<file path="config.mk">
export PLATFORM = sky130hd
export DESIGN_NAME = serial_channel_sync_regs_status
export DESIGN_NICKNAME = d
export VERILOG_FILES = /design/src/inc/serial_channel_pkg.sv /design/src/rtl/pin_sync.sv /design/src/rtl/serial_channel_sync_regs_status.sv
export SDC_FILE = /design/constraint.sdc
export NUM_CORES = 1
export LEC_CHECK = 0
export BUFFER_PORTS_ARGS = -buffer_cell sky130_fd_sc_hd__buf_2
export CAP_MARGIN = 40
export CORE_MARGIN = 3
export CORE_UTILIZATION = 45
export DETAILED_ROUTE_END_ITERATION = 12
export HOLD_SLACK_MARGIN = 0.15
export PLACE_DENSITY = 0.66
export SYNTH_ARGS = -nofsm -noshare
export SYNTH_HDL_FRONTEND = slang
export SYNTH_SLANG_ARGS = --single-unit
</file>
<file path="constraint.sdc">
create_clock -name ref_clk -period 2.4 [get_ports ref_clk]
set_clock_uncertainty 0.2 [all_clocks]
set_input_delay 0 -clock ref_clk [delete_from_list [all_inputs] [get_ports ref_clk]]
set_output_delay 0 -clock ref_clk [all_outputs]
set_load 0.01 [all_outputs]
</file>
<file path="src/inc/serial_channel_pkg.sv">
// Purpose: shared constants and types for one serial channel register slice
// Assumes: 8-bit parallel processor port, one system clock
// Notes: pointer values select the indexed registers through the command register
package serial_channel_pkg;

	localparam int DATA_W = 8;
	localparam int PTR_W = 3;

	// register pointer values
	localparam logic [PTR_W-1:0] PTR_STATUS = 3'h0;
	localparam logic [PTR_W-1:0] PTR_SPECIAL = 3'h1;
	localparam logic [PTR_W-1:0] PTR_VECTOR = 3'h2;
	localparam logic [PTR_W-1:0] PTR_TX_CONTROL = 3'h5;
	localparam logic [PTR_W-1:0] PTR_TX_SYNC = 3'h6;
	localparam logic [PTR_W-1:0] PTR_RX_SYNC = 3'h7;

	// command register fields
	localparam int CMD_PTR_LSB = 0;
	localparam int CMD_CODE_LSB = 3;
	localparam int CMD_CRC_LSB = 6;
	localparam logic [2:0] CMD_RESET_EXT = 3'h2;
	localparam logic [2:0] CMD_CHANNEL_RESET = 3'h3;
	localparam logic [1:0] CMD_RESET_UNDERRUN = 2'h3;

	// transmit_control fields
	localparam int TXC_TX_ENABLE = 3;
	localparam int TXC_LEN_LSB = 5;
	localparam int TXC_READY = 7;

	// character length codes
	localparam logic [1:0] LEN_FIVE_OR_LESS = 2'h0;
	localparam logic [1:0] LEN_SEVEN = 2'h1;
	localparam logic [1:0] LEN_SIX = 2'h2;
	localparam logic [1:0] LEN_EIGHT = 2'h3;
	localparam int FIVE_MAX_BITS = 5;

	// reset values and global address
	localparam logic [DATA_W-1:0] TX_CONTROL_RESET = 8'h00;
	localparam logic [DATA_W-1:0] TX_SYNC_RESET = 8'h00;
	localparam logic [DATA_W-1:0] RX_SYNC_RESET = 8'h00;
	localparam logic [DATA_W-1:0] GLOBAL_ADDRESS = 8'hFF;
	localparam logic [DATA_W-1:0] VECTOR_RESET = 8'h00;

	// status bit positions
	localparam int ST_RX_AVAIL = 0;
	localparam int ST_INT_PENDING = 1;
	localparam int ST_TX_EMPTY = 2;
	localparam int ST_CARRIER = 3;
	localparam int ST_SYNC_HUNT = 4;
	localparam int ST_CLEAR_TO_SEND = 5;
	localparam int ST_UNDERRUN = 6;
	localparam int ST_BREAK = 7;

	// link timing: transmit clock period in the bench, system clock period
	localparam int TX_CLK_PERIOD_NS = 160;
	localparam int SYS_CLK_PERIOD_NS = 10;
	localparam int TX_CLK_HALF_CYCLES = TX_CLK_PERIOD_NS / (2 * SYS_CLK_PERIOD_NS);

	// latched external/status sources
	typedef struct packed {
		logic break_abort;
		logic underrun;
		logic cts;
		logic sync_hunt;
		logic carrier;
	} ext_status_t;

	// snapshot after reset: underrun set, carrier pin idle high
	localparam ext_status_t EXT_STATUS_RESET = 5'h09;

	// processor access strobes
	typedef struct packed {
		logic sel;
		logic cmd;
		logic wr;
		logic rd;
		logic [DATA_W-1:0] wdata;
	} bus_req_t;

endpackage

</file>
<file path="src/rtl/pin_sync.sv">
// Purpose: two-stage synchroniser for pin inputs
// Assumes: inputs are asynchronous levels
// Notes: only the second stage may be read by logic
`timescale 1ns/1ps
module pin_sync #(
	parameter int WIDTH = 1,
	parameter logic [WIDTH-1:0] INIT = '0
) (
	input wire logic clk,
	input wire logic rst_n,
	input wire logic [WIDTH-1:0] async_in,
	output logic [WIDTH-1:0] sync_out
);

	logic [WIDTH-1:0] stage1;

	always_ff @(posedge clk or negedge rst_n) begin
		if (!rst_n) begin
			stage1 <= INIT;
			sync_out <= INIT;
		end else begin
			stage1 <= async_in;
			sync_out <= stage1;
		end
	end

endmodule

</file>
<file path="src/rtl/serial_channel_sync_regs_status.sv">
// Purpose: per-channel transmit control, sync/address registers and first status register
// Assumes: processor strobes are one-cycle pulses on ref_clk; modem pins and tx clock are asynchronous
// Notes: pointer written through the command register selects the next command-port access, then returns to zero
`timescale 1ns/1ps
module serial_channel_sync_regs_status
	import serial_channel_pkg::*;
#(
	parameter bit FIRST_CHANNEL = 1'b1
) (
	input wire logic ref_clk,
	input wire logic arst_n,
	input wire bus_req_t bus_req,
	output logic [DATA_W-1:0] bus_rdata,
	input wire logic tx_clk,
	output logic txd,
	output logic terminal_ready_n,
	input wire logic carrier_detect_n,
	input wire logic clear_to_send_n,
	input wire logic sync_n,
	input wire logic rx_char_avail,
	input wire logic break_abort,
	input wire logic crc_sending,
	input wire logic sync_mode,
	input wire logic [DATA_W-1:0] rx_address,
	output logic address_match,
	output logic [DATA_W-1:0] tx_sync_char,
	output logic [DATA_W-1:0] rx_sync_char,
	input wire logic other_channel_irq,
	output logic channel_irq,
	output logic int_pending
);

	typedef enum {TX_IDLE, TX_SHIFT} tx_state_t;

	// leading ones form the marker prefix; fewer ones means more data bits
	function automatic logic [3:0] five_or_less_bits(input logic [DATA_W-1:0] ch);
		logic [3:0] ones;
		logic stop;
		ones = 4'h0;
		stop = 1'b0;
		for (int i = DATA_W - 1; i >= DATA_W - 4; i--) begin
			if (!stop && ch[i]) begin
				ones = ones + 4'h1;
			end else begin
				stop = 1'b1;
			end
		end
		return 4'(FIVE_MAX_BITS) - ones;
	endfunction

	function automatic logic [3:0] char_bits(input logic [1:0] code, input logic [DATA_W-1:0] ch);
		case (code)
			LEN_SEVEN: return 4'h7;
			LEN_SIX: return 4'h6;
			LEN_EIGHT: return 4'h8;
			default: return five_or_less_bits(ch);
		endcase
	endfunction

	logic [DATA_W-1:0] transmit_control;
	logic [DATA_W-1:0] transmit_sync_or_address;
	logic [DATA_W-1:0] receive_sync_or_flag;
	logic [PTR_W-1:0] reg_pointer;
	logic [DATA_W-1:0] tx_buffer;
	logic tx_buffer_empty;
	logic [DATA_W-1:0] tx_shift;
	logic [3:0] tx_bits_left;
	tx_state_t tx_state;
	logic tx_clk_s;
	logic tx_clk_prev;
	logic tx_fall;
	logic carrier_s;
	logic cts_s;
	logic sync_s;
	ext_status_t live;
	ext_status_t live_prev;
	ext_status_t latched;
	logic ext_pending;
	logic underrun_latch;
	logic underrun_set;
	logic [DATA_W-1:0] status_byte;

	logic cmd_write;
	logic data_write;
	logic cmd_read;
	logic is_command;
	logic ext_reset_cmd;
	logic channel_reset;
	logic underrun_reset_cmd;
	logic load_buffer;
	logic take_buffer;

	pin_sync #(.WIDTH(4), .INIT(4'hF)) u_pin_sync (
		.clk(ref_clk),
		.rst_n(arst_n),
		.async_in({tx_clk, carrier_detect_n, clear_to_send_n, sync_n}),
		.sync_out({tx_clk_s, carrier_s, cts_s, sync_s})
	);

	// bus decode
	assign cmd_write = bus_req.sel && bus_req.cmd && bus_req.wr;
	assign data_write = bus_req.sel && !bus_req.cmd && bus_req.wr;
	assign cmd_read = bus_req.sel && bus_req.cmd && bus_req.rd;
	assign is_command = cmd_write && (reg_pointer == PTR_STATUS);
	assign ext_reset_cmd = is_command && (bus_req.wdata[CMD_CODE_LSB +: 3] == CMD_RESET_EXT);
	assign channel_reset = is_command && (bus_req.wdata[CMD_CODE_LSB +: 3] == CMD_CHANNEL_RESET);
	assign underrun_reset_cmd = is_command && (bus_req.wdata[CMD_CRC_LSB +: 2] == CMD_RESET_UNDERRUN);

	// pointer: set by command write, cleared after the next command-port access
	always_ff @(posedge ref_clk or negedge arst_n) begin
		if (!arst_n) begin
			reg_pointer <= PTR_STATUS;
		end else if (is_command) begin
			reg_pointer <= bus_req.wdata[CMD_PTR_LSB +: PTR_W];
		end else if (cmd_write || cmd_read) begin
			reg_pointer <= PTR_STATUS;
		end
	end

	// write-only control and sync registers; status pointer writes are commands
	always_ff @(posedge ref_clk or negedge arst_n) begin
		if (!arst_n) begin
			transmit_control <= TX_CONTROL_RESET;
			transmit_sync_or_address <= TX_SYNC_RESET;
			receive_sync_or_flag <= RX_SYNC_RESET;
		end else if (channel_reset) begin
			transmit_control <= TX_CONTROL_RESET;
		end else if (cmd_write) begin
			case (reg_pointer)
				PTR_TX_CONTROL: transmit_control <= bus_req.wdata;
				PTR_TX_SYNC: transmit_sync_or_address <= bus_req.wdata;
				PTR_RX_SYNC: receive_sync_or_flag <= bus_req.wdata;
				default: ;
			endcase
		end
	end

	assign terminal_ready_n = ~transmit_control[TXC_READY];
	assign tx_sync_char = transmit_sync_or_address;
	assign rx_sync_char = receive_sync_or_flag;

	// secondary address or global address accepted
	always_ff @(posedge ref_clk or negedge arst_n) begin
		if (!arst_n) begin
			address_match <= 1'b0;
		end else begin
			address_match <= (rx_address == transmit_sync_or_address) || (rx_address == GLOBAL_ADDRESS);
		end
	end

	// transmit clock edge detection on the synchronised level
	always_ff @(posedge ref_clk or negedge arst_n) begin
		if (!arst_n) begin
			tx_clk_prev <= 1'b1;
		end else begin
			tx_clk_prev <= tx_clk_s;
		end
	end
	assign tx_fall = tx_clk_prev && !tx_clk_s;

	assign load_buffer = data_write;
	assign take_buffer = tx_fall && !tx_buffer_empty && transmit_control[TXC_TX_ENABLE] &&
		(tx_state == TX_IDLE || tx_bits_left == 4'h1);

	// transmit buffer and its empty flag
	always_ff @(posedge ref_clk or negedge arst_n) begin
		if (!arst_n) begin
			tx_buffer <= 8'h00;
			tx_buffer_empty <= 1'b1;
		end else if (channel_reset) begin
			tx_buffer_empty <= 1'b1;
		end else if (load_buffer) begin
			tx_buffer <= bus_req.wdata;
			tx_buffer_empty <= 1'b0;
		end else if (take_buffer && !(sync_mode && crc_sending)) begin
			tx_buffer_empty <= 1'b1;
		end
	end

	// shifter: lsb first, length from the control field
	always_ff @(posedge ref_clk or negedge arst_n) begin
		if (!arst_n) begin
			tx_state <= TX_IDLE;
			tx_shift <= 8'h00;
			tx_bits_left <= 4'h0;
			txd <= 1'b1;
		end else if (channel_reset) begin
			tx_state <= TX_IDLE;
			tx_bits_left <= 4'h0;
			txd <= 1'b1;
		end else if (tx_fall) begin
			case (tx_state)
				TX_IDLE: begin
					if (take_buffer) begin
						txd <= tx_buffer[0];
						tx_shift <= tx_buffer >> 1;
						tx_bits_left <= char_bits(transmit_control[TXC_LEN_LSB +: 2], tx_buffer);
						tx_state <= TX_SHIFT;
					end else begin
						txd <= 1'b1;
					end
				end
				TX_SHIFT: begin
					if (tx_bits_left > 4'h1) begin
						txd <= tx_shift[0];
						tx_shift <= tx_shift >> 1;
						tx_bits_left <= tx_bits_left - 4'h1;
					end else if (take_buffer) begin
						txd <= tx_buffer[0];
						tx_shift <= tx_buffer >> 1;
						tx_bits_left <= char_bits(transmit_control[TXC_LEN_LSB +: 2], tx_buffer);
					end else begin
						txd <= 1'b1;
						tx_bits_left <= 4'h0;
						tx_state <= TX_IDLE;
					end
				end
				default: tx_state <= TX_IDLE;
			endcase
		end
	end

	// underrun: shifter ran dry with nothing in the buffer
	assign underrun_set = tx_fall && tx_state == TX_SHIFT && tx_bits_left == 4'h1 && !take_buffer;

	always_ff @(posedge ref_clk or negedge arst_n) begin
		if (!arst_n) begin
			underrun_latch <= 1'b1;
		end else if (underrun_set || channel_reset) begin
			underrun_latch <= 1'b1;
		end else if (underrun_reset_cmd) begin
			underrun_latch <= 1'b0;
		end
	end

	// live external/status sources as they read in the status byte
	always_comb begin
		live.break_abort = break_abort;
		live.underrun = underrun_latch;
		live.cts = ~cts_s;
		live.sync_hunt = ~sync_s;
		live.carrier = carrier_s;
	end

	always_ff @(posedge ref_clk or negedge arst_n) begin
		if (!arst_n) begin
			live_prev <= EXT_STATUS_RESET;
		end else begin
			live_prev <= live;
		end
	end

	// latch on any change; frozen until software resets the interrupt
	always_ff @(posedge ref_clk or negedge arst_n) begin
		if (!arst_n) begin
			ext_pending <= 1'b0;
			latched <= EXT_STATUS_RESET;
		end else if (live != live_prev && !ext_pending) begin
			ext_pending <= 1'b1;
			latched <= live;
		end else if (live != live_prev && ext_pending) begin
			ext_pending <= 1'b1;
		end else if (ext_reset_cmd || channel_reset) begin
			ext_pending <= 1'b0;
			latched <= live;
		end else if (!ext_pending) begin
			latched <= live;
		end
	end

	assign channel_irq = ext_pending;
	assign int_pending = FIRST_CHANNEL ? (ext_pending || other_channel_irq) : 1'b0;

	// first status register layout
	always_comb begin
		status_byte = 8'h00;
		status_byte[ST_RX_AVAIL] = rx_char_avail;
		status_byte[ST_INT_PENDING] = int_pending;
		status_byte[ST_TX_EMPTY] = tx_buffer_empty;
		status_byte[ST_CARRIER] = latched.carrier;
		status_byte[ST_SYNC_HUNT] = latched.sync_hunt;
		status_byte[ST_CLEAR_TO_SEND] = latched.cts;
		status_byte[ST_UNDERRUN] = latched.underrun;
		status_byte[ST_BREAK] = latched.break_abort;
	end

	// read data registered on the read strobe
	always_ff @(posedge ref_clk or negedge arst_n) begin
		if (!arst_n) begin
			bus_rdata <= 8'h00;
		end else if (cmd_read) begin
			case (reg_pointer)
				PTR_STATUS: bus_rdata <= status_byte;
				PTR_VECTOR: bus_rdata <= FIRST_CHANNEL ? VECTOR_RESET : 8'h00;
				default: bus_rdata <= 8'h00;
			endcase
		end else if (bus_req.sel && bus_req.rd) begin
			bus_rdata <= 8'h00;
		end
	end

endmodule

</file>
# Word level (Yosys, flattened, before mapping)
# Cells that the tools add are included.
# totals
word_cells	256
out_inout_bits	29
input_bits	31
reg_bits	111
# classes
mux	127
bitwise_logic	4
n_reduce_logical	68
addsub	9
n_eq_ne	20
magnitude_cmp	1
# op_table
op	count
$mux 4	53
$mux 32	5
$logic_not 32->1	2
$mux 8	8
$pmux 32 s2	1
$mux 1	49
$eq 32x1->1 const B	1
$eq 32x2->1 const B	1
$logic_and 1x1->1	27
$add 4x1->4 const B	6
$pmux 4 s3	2
$mux 5	4
$pmux 8 s2	1
$reduce_bool 2->1	7
$logic_not 1->1	12
$reduce_and 3->1	4
$eq 3x3->1 const B	3
$ne 3x3->1 const B	3
$reduce_bool 3->1	3
$eq 8x8->1	1
$eq 8x8->1 const B	1
$pmux 4 s2	1
$reduce_and 2->1	4
$sub 3x4->4 const A	2
other kinds (16)	28

# Longest topological paths before layout
# Gate-level depths: netlist of the first run.
# logic_depth
ltp_word	44
depth_mapped	7
depth_no_buf	7

# Modules after synthesis
# Synthesis of the first run repeated with hierarchy kept, for this count alone.
# hier_totals
hier_cells	263
hier_area_um2	3321.9
# by_module_without_submodules
module	area_per_inst_um2	seq_area_each_um2	cells_each	n_inst
serial_channel_sync_regs_status	3111.7	1711.6	255	1
pin_sync	210.2	210.2	8	1

# Worst setup path before layout of the first run
# Ideal clock, no wire load.
# synth_timing
kind	reg-to-reg
from	register tx_bits_left[2]
to	register tx_shift[0]
setup_time_ps	125
path_slack_ps	354
arrival_time_ps	1721
stages_incl_launch_ff	6
t_required_ps	2075
path_buffers	1
synth_period_minus_slack_ps	2046
cell_sequence	dfrtp_1 -> or2_2 -> o21ai_0 -> buf_2 -> mux2_2 -> mux2_2
# synth_between
elab_chain_len	6
word_cells_on_any_way	7
classes_between	order compare (1); eq/ne (1); mux (3); reduce/logical (2)
# synth_rtl
element	line	source
start: declaration	serial_channel_sync_regs_status.sv:67	logic [3:0] tx_bits_left;
start signal: assignment	serial_channel_sync_regs_status.sv:197	tx_bits_left <= char_bits(transmit_control[TXC_LEN_LSB +: 2], tx_buffer);
start signal: assignment	serial_channel_sync_regs_status.sv:207	tx_bits_left <= tx_bits_left - 4'h1;
start signal: assignment	serial_channel_sync_regs_status.sv:211	tx_bits_left <= char_bits(transmit_control[TXC_LEN_LSB +: 2], tx_buffer);
$eq 4x1->1	serial_channel_sync_regs_status.sv:163	(tx_state == TX_IDLE || tx_bits_left == 4'h1);
$logic_or 1x1->1	serial_channel_sync_regs_status.sv:163	
$logic_and 1x1->1	serial_channel_sync_regs_status.sv:162	assign take_buffer = tx_fall && !tx_buffer_empty && transmit_control[TXC_TX_ENABLE] &&
$mux 8	n/a	
$mux 8	serial_channel_sync_regs_status.sv:204	if (tx_bits_left > 4'h1) begin
$pmux 8 s2 *	serial_channel_sync_regs_status.sv:192	case (tx_state)
end signal: assignment	serial_channel_sync_regs_status.sv:196	tx_shift <= tx_buffer >> 1;
end signal: assignment	serial_channel_sync_regs_status.sv:206	tx_shift <= tx_shift >> 1;
end signal: assignment	serial_channel_sync_regs_status.sv:210	tx_shift <= tx_buffer >> 1;
end: declaration	serial_channel_sync_regs_status.sv:66	logic [DATA_W-1:0] tx_shift;
# Mark *: on every way between the ends. The rest lies on a longest branch, timed or not.
# A chain may end at the register's enable or synchronous reset.

# Worst setup path in the final report of the first run
# layout_timing
from	register reg_pointer[0]
to	register bus_rdata[1]
# layout_between
elab_chain_len	3
# layout_rtl
element	line	source
start: declaration	serial_channel_sync_regs_status.sv:63	logic [PTR_W-1:0] reg_pointer;
start signal: assignment	serial_channel_sync_regs_status.sv:114	reg_pointer <= bus_req.wdata[CMD_PTR_LSB +: PTR_W];
$logic_not 3->1	serial_channel_sync_regs_status.sv:292	case (reg_pointer)
$mux 8	serial_channel_sync_regs_status.sv:292	
$mux 8	serial_channel_sync_regs_status.sv:291	end else if (cmd_read) begin
end signal: assignment	serial_channel_sync_regs_status.sv:293	PTR_STATUS: bus_rdata <= status_byte;
end signal: assignment	serial_channel_sync_regs_status.sv:294	PTR_VECTOR: bus_rdata <= FIRST_CHANNEL ? VECTOR_RESET : 8'h00;
end: declaration	serial_channel_sync_regs_status.sv:13	output logic [DATA_W-1:0] bus_rdata,
# Every way passes these cells.

==> results of run 1 <==
## kinds of logic (layout without fill, tap and decap cells)
| kind of cell | count (synthesis) | count (layout) | synth area share, % |
|---|---|---|---|
| flip-flops | 76 | 76 | 56.6 |
| AO/OA/AOI/OAI | 45 | 45 | 10.8 |
| buffers and inverters | 18 | 131 | 2.58 |
| AND/OR/NAND/NOR | 56 | 56 | 9.54 |
| multiplexers | 45 | 45 | 15.0 |
| adder cells (fa/ha/maj) | 6 | 6 | 2.21 |
| XOR/XNOR | 13 | 13 | 3.35 |
## worst max-delay path, cell delays in order, from the launching register on
cell           delay [ps]
dfrtp_1               450
or3_1                 420
nor2_1                240
buf_4                 210
a22o_1                120
dlygate4sd3_1         560
## per-stage QoR
step | hold WS [ps] | setup slack, ps | util [%]
2_1_floorplan | -496 | 354 | -
3_3_place_gp | -95.5 | 73.1 | 52.4
3_5_place_dp | -331 | -21.1 | 52.7
4_1_cts | 159 | 167 | 60.4
5_1_grt | 161 | 16.6 | 60.4
6_report | 158 | 127 | 60.4
## repair_timing
action,CTS,global route
hold buffers,37,0
resized for setup,1,0
endpoints found under the setup margin,5,0
hold endpoints to repair,132,0
## cells in the final DEF, fill, tap and decap left out, types with 6 or more instances in the layout
cell type and instances:
dfrtp_1 60, inv_1 13, a22o_1 11, xnor2_1 11, mux2_2 39, nand2_1 8
nand3_1 6, buf_2 58, ha_1 6, nor2_1 11, nand4_1 6, clkbuf_8 10
dfstp_2 16, buf_4 6, dlygate4sd3_1 37
## sequential cells by signal, summed over array words and instances, names as in the netlist, 3 cells and up
signal and count:
tx_sync_char 8, reg_pointer 3, bus_rdata 8, tx_shift 8, live_prev 5, latched 5, rx_sync_char 8, tx_bits_left 4
transmit_control 4, tx_buffer 8, u_pin_sync.stage1 4, u_pin_sync.sync_out 4
## routing by layer
layer / up-vias / wire, um / global-route usage (%)
met3: 8 / 295 / 3.98
li1: 1169 / - / -
met1: 1223 / 3320 / 24.6
met5: - / 0 / 0
met4: 0 / 90 / 6.23
met2: 68 / 3530 / 29.3
## where the power goes
group / internal (mW) / switching [mW]
clock network: 0.413 / 0.491
logic: 0.568 / 0.481
registers: 1.55 / 0.203
## area by class of cell
| type | instances | share of cell area [%] |
|---|---|---|
| multi-input combinational | 165 | 31.6 |
| inverter | 13 | 1.11 |
| clock buffer | 10 | 3.12 |
| clock inverter | 6 | 1.08 |
| tap | 99 | 2.81 |
| sequential | 76 | 43.6 |
| timing repair buffer | 102 | 16.6 |
## path summary, 6_finish.rpt
| kind | from | to | slack, ps | cells past startpoint |
|---|---|---|---|---|
| max reg2reg | reg_pointer[0]$_DFFE_PN0P_ | bus_rdata[1]$_DFFE_PN0P_ | 130 | 5 |
| max | reg_pointer[0]$_DFFE_PN0P_ | bus_rdata[1]$_DFFE_PN0P_ | 130 | 5 |
| min | u_pin_sync.stage1[0]$_DFF_PN1_ | u_pin_sync.sync_out[0]$_DFF_PN1_ | 160 | 0 |
| min in group asynchronous | arst_n | latched[4]$_DFFE_PN0P_ | 540 | 4 |
| max in group asynchronous | arst_n | txd$_DFFE_PN1P_ | 510 | 4 |
| min reg2reg | u_pin_sync.stage1[0]$_DFF_PN1_ | u_pin_sync.sync_out[0]$_DFF_PN1_ | 160 | 0 |
==> summary.md, run 1 <==
| Metric | Value |
|---|---|
| Cell variety after synth | 56 |
| All-Layer GR Usage | 18.3% |
| Area after DPL | 0.00384 sq mm |
| CTS tree | built |
| Ports | 60 |
| Hold Fails Final Rpt | 0 |
| Non-Filler Instances | 471 |
| Final Cell Area | 0.00441 sq mm |
| Area grow syn2layout | 29.7% |
| DR vias | 2468 |
| NumNets Final | 404 |
| CTS sink cnt | 76 |
| Clock root buffer master | clkbuf_8 |
| Fmax | 0.440 GHz |
| YS warnings | 0 |
| Largest net degree at the start of global routing | 65 |
| Dpl cells | 418 |
| Fill count | 624 |
| Top_reg_cell synth | dfrtp_1 |
| Sequential share of the synthesized area | 56.6% |
| Post-Synthesis Mean Instance Area | 13.1 sq um |
| Startpoint Class | register |
| Worst skew pair latency | 340 ps |
| Die width | 92.9 um |
| Post-synth top cells | dfrtp_1 (60), mux2_2 (39), dfstp_2 (16) |
| Area occupied by multi-input gates | 0.00139 sq mm |
| First-pass GRT wire length | 12200 um |
| CP Capture Type | register |
| Period utilisation layout | 94.7% |
| GRT overflow | 0 |
| Max Cap Violations | 0 |
| Antenna cells | 0 |
| Drt via density | 5.24 |
| Vias in the first global route | 2456 |
| Port Buffers | 59 |
| Data arrival time of the worst path | 2350 ps |
| H-tree lvl count | 3 |
| RSZ-0062 raised after global routing | false |
| Post-CTS Repair Setup Buffers | 0 |
| Synth Register Bits | 76 |
| WL final | 7230 um |
| Post-Route Setup TNS | 0 ps |
| Area leader, netlist | dfrtp_1 |
| Register area | 0.00192 sq mm |
| Crit Path Class | register to register |
| Setup Viol. Count Final | 0 |
| Die Ht | 92.9 um |
| Initial core utilization | 46.6% |
| Top cells by area, synth | dfrtp_1 (44%), mux2_2 (13%), dfstp_2 (12%), a22o_1 (2.8%), xnor2_1 (2.8%) |
| DR pass1 iterations | 4 |
| Final HPWL DP | 4980 um |
| Worst vdd ir | 0.000457 V |
| Placement Rows | 31 |
| Post-synth EDFFs | 0 |
| Fin crit period | 2270 ps |
| Drt wl/cell | 15.3 um |
| Number of CTS-inserted buffers | 9 |
| Synth async-reset ratio | 100% |
| Clock buffer depth | 2 |
| Share of layout cells above drive strength 1 | 40.1% |
| Cells after Synth | 259 |
| Clock slew at reported path FFs | 80 ps |
| Synthesized area | 0.00340 sq mm |
| CP required | 2480 ps |
| Post-Syn Nets | 296 |
| Final Max Tran Viols | 0 |
| Initial antenna violation count | 0 |
| Hold Path Class | register to register |
| Most numerous cell in the Yosys netlist | dfrtp_1 |
| Pwr dens | 842 mW/mm^2 |
| GPL Wtd Cong | 0.840 |
| Number of DRC markers in iteration 0 | 101 |
| Worst-Margin Slew | 560 ps |
| Critical Path Fanout Max | 6 |
| Reported leakage power | 2.08 nW |
| Outcome | complete, no violations |
| Slew margin rel. | 62.5% |
| # DRC | 0 |
| DRT antenna net count | 0 |
| Die Area | 0.00863 sq mm |
| Post-synth top area share | 44.2% |
| Core area | 0.00729 sq mm |
| PnR Total Power | 3.71 mW |
Power figures use the tool's default switching activity.
==> inputs of run 2 (changes only) <==
--- a/config.mk
+++ b/config.mk
@@ -8,10 +8,10 @@
 export BUFFER_PORTS_ARGS = -buffer_cell sky130_fd_sc_hd__buf_2
 export CAP_MARGIN = 40
 export CORE_MARGIN = 3
-export CORE_UTILIZATION = 45
+export CORE_UTILIZATION = 55
 export DETAILED_ROUTE_END_ITERATION = 12
 export HOLD_SLACK_MARGIN = 0.15
-export PLACE_DENSITY = 0.66
+export PLACE_DENSITY = 0.79
 export SYNTH_ARGS = -nofsm -noshare
 export SYNTH_HDL_FRONTEND = slang
 export SYNTH_SLANG_ARGS = --single-unit
==> summary.md, run 2 (synthesis gave the netlist of run 1 again) <==
| Metric | Value |
|---|---|
| GPL Wtd Cong | 0.830 |
| Placement Rows | 27 |
| Drt via density | 5.58 |
| Post-CTS Repair Setup Buffers | 0 |
| Worst vdd ir | 0.000508 V |
| Crit-path slowest cell | dlygate4sd3_1 |
| H-tree lvl count | 3 |
| Clock root buffer master | clkbuf_8 |
| Area grow syn2layout | 29.0% |
| Port Buffers | 59 |
| Vias in the first global route | 2468 |
| Data arrival time of the worst path | 2310 ps |
| NumNets Final | 401 |
| Most frequent cells in the layout | dfrtp_1 (60), buf_2 (58), mux2_2 (39) |
| Critical Path, Cell by Cell | or3_1 > nor2_2 > a22o_1 > dlygate4sd3_1 |
| Number of CTS-inserted buffers | 9 |
| All-Layer GR Usage | 22.1% |
| Switching Fraction | 29.6% |
| Critical Path Fanout Max | 8 |
| # DRC | 0 |
| Clock power share | 27.5% |
| Largest net degree at the start of global routing | 53 |
| Crit Path Class | register to register |
| Period utilisation layout | 93.2% |
| Share of layout cells above drive strength 1 | 39.8% |
| Setup Viol. Count Final | 0 |
| CP required | 2480 ps |
| Fill count | 371 |
| Met3 usage | 5.20% |
| Startpoint Class | register |
| Initial antenna violation count | 0 |
| Fin crit period | 2240 ps |
| Reported leakage power | 2.08 nW |
| Hold Path Class | register to register |
| Clock buffer depth | 2 |
| Number of DRC markers in iteration 0 | 109 |
| Sequential cell fraction of total power | 45.4% |
| Initial core utilization | 59.2% |
| Sw power | 1.15 mW |
| Final Max Tran Viols | 0 |
| Die Area | 0.00716 sq mm |
| Clock slew at reported path FFs | 70 ps |
| DR vias | 2460 |
| Worst-Margin Slew | 647 ps |
| Hold Fails Final Rpt | 0 |
| Dpl cells | 390 |
| DR pass1 iterations | 4 |
| Post-Route Setup TNS | 0 ps |
| Final HPWL DP | 4870 um |
| PnR Total Power | 3.88 mW |
| Int Pwr | 2.73 mW |
| Slew margin rel. | 56.8% |
| GR met2 Demand/Resource | 34.7% |
| Max Cap Violations | 0 |
| DRT antenna net count | 0 |
| GRT overflow | 0 |
| Leading cell type in the layout, fill and taps excluded | dfrtp_1 |
| CTS tree | built |
| Die Ht | 84.6 um |
| Drt wl/cell | 16.7 um |
| Core area | 0.00574 sq mm |
| Non-Filler Instances | 441 |
| Fmax | 0.447 GHz |
| Hold slack final | 158 ps |
| WL final | 7360 um |
| Crit path largest cell delay | 540 ps |
| Pwr dens | 885 mW/mm^2 |
| Pre-CTS setup slack | 43.8 ps |
| R2R Setup Slk | 160 ps |
| Outcome | complete, no violations |
| GRT busiest layer | met2 |
| First-pass GRT wire length | 12400 um |
| M1 GR Usage | 29.8% |
| CTS sink cnt | 76 |
| Die width | 84.6 um |
| Antenna cells | 0 |
| Final setup margin | 164 ps |
| Worst skew pair latency | 340 ps |
| RSZ-0062 raised after global routing | false |
| Combinational power share | 27.1% |
| Ports | 60 |
| CP Capture Type | register |
-- run 2: changes by cell type in the layout (fill, tap and decap cells not counted), sizes merged --
cell	change
dlygate4sd3	-2
inv	-2
clkinv	-2
bufinv	+2
clkbuf	+2
buf	-1
-- run 2: power groups by stage --
stage / clock network [mW] / registers (mW) / logic [mW]
floorplan: 0 / 1.75 / 0.721
global placement: 0 / 1.76 / 0.961
detailed placement: 0 / 1.78 / 0.993
CTS: 1.08 / 1.76 / 1.04
global route: 1.14 / 1.80 / 1.16
finish: 1.07 / 1.76 / 1.05
-- run 2: through the flow --
step,instance area (sq um),utilization [%]
floorplan,3400,-
global placement,3780,65.8
detailed placement,3800,66.2
CTS,4370,76.1
global route,4380,76.3
finish,4380,76.3
-- run 2: critical path, delay by kind of cell (launching register included) --
family / cells / cell delay (ps)
buffers and inverters: 1 / 540
AO/OA/AOI/OAI: 1 / 180
AND/OR/NAND/NOR: 2 / 820
flip-flops: 1 / 440
-- run 2: metal layers --
metal,wire length [um],vias up
li1,-,1155
met1,3200,1209
met2,3580,79
met3,421,17
met4,162,0
met5,0,-
-- run 2: worst paths after layout --
path,start,cells past startpoint,end
worst min-delay path,u_pin_sync.stage1[3]$_DFF_PN1_,0,u_pin_sync.sync_out[3]$_DFF_PN1_
worst max-delay path,reg_pointer[1]$_DFFE_PN0P_,4,bus_rdata[0]$_DFFE_PN0P_
max in group asynchronous,arst_n,4,latched[4]$_DFFE_PN0P_
min in group asynchronous,arst_n,3,tx_clk_prev$_DFF_PN1_
worst min register to register,u_pin_sync.stage1[3]$_DFF_PN1_,0,u_pin_sync.sync_out[3]$_DFF_PN1_
worst max register to register,reg_pointer[1]$_DFFE_PN0P_,4,bus_rdata[0]$_DFFE_PN0P_
-- run 2: layout make-up --
cell class / count / area (sq um) / area share (%)
Clock buffer: 12 / 145 / 3.31
Clock inverter: 4 / 72.6 / 1.66
Inverter: 13 / 48.8 / 1.11
Multi-Input combinational cell: 165 / 1400 / 31.9
Sequential cell: 76 / 1920 / 43.9
Tap cell: 72 / 90.1 / 2.06
Timing Repair Buffer: 99 / 706 / 16.1
-- run 2: repair_timing --
action	4_1_cts	5_1_grt
hold buffers	35	0
hold endpoints to repair	131	0
resized for setup	0	2
endpoints found under the setup margin	0	8
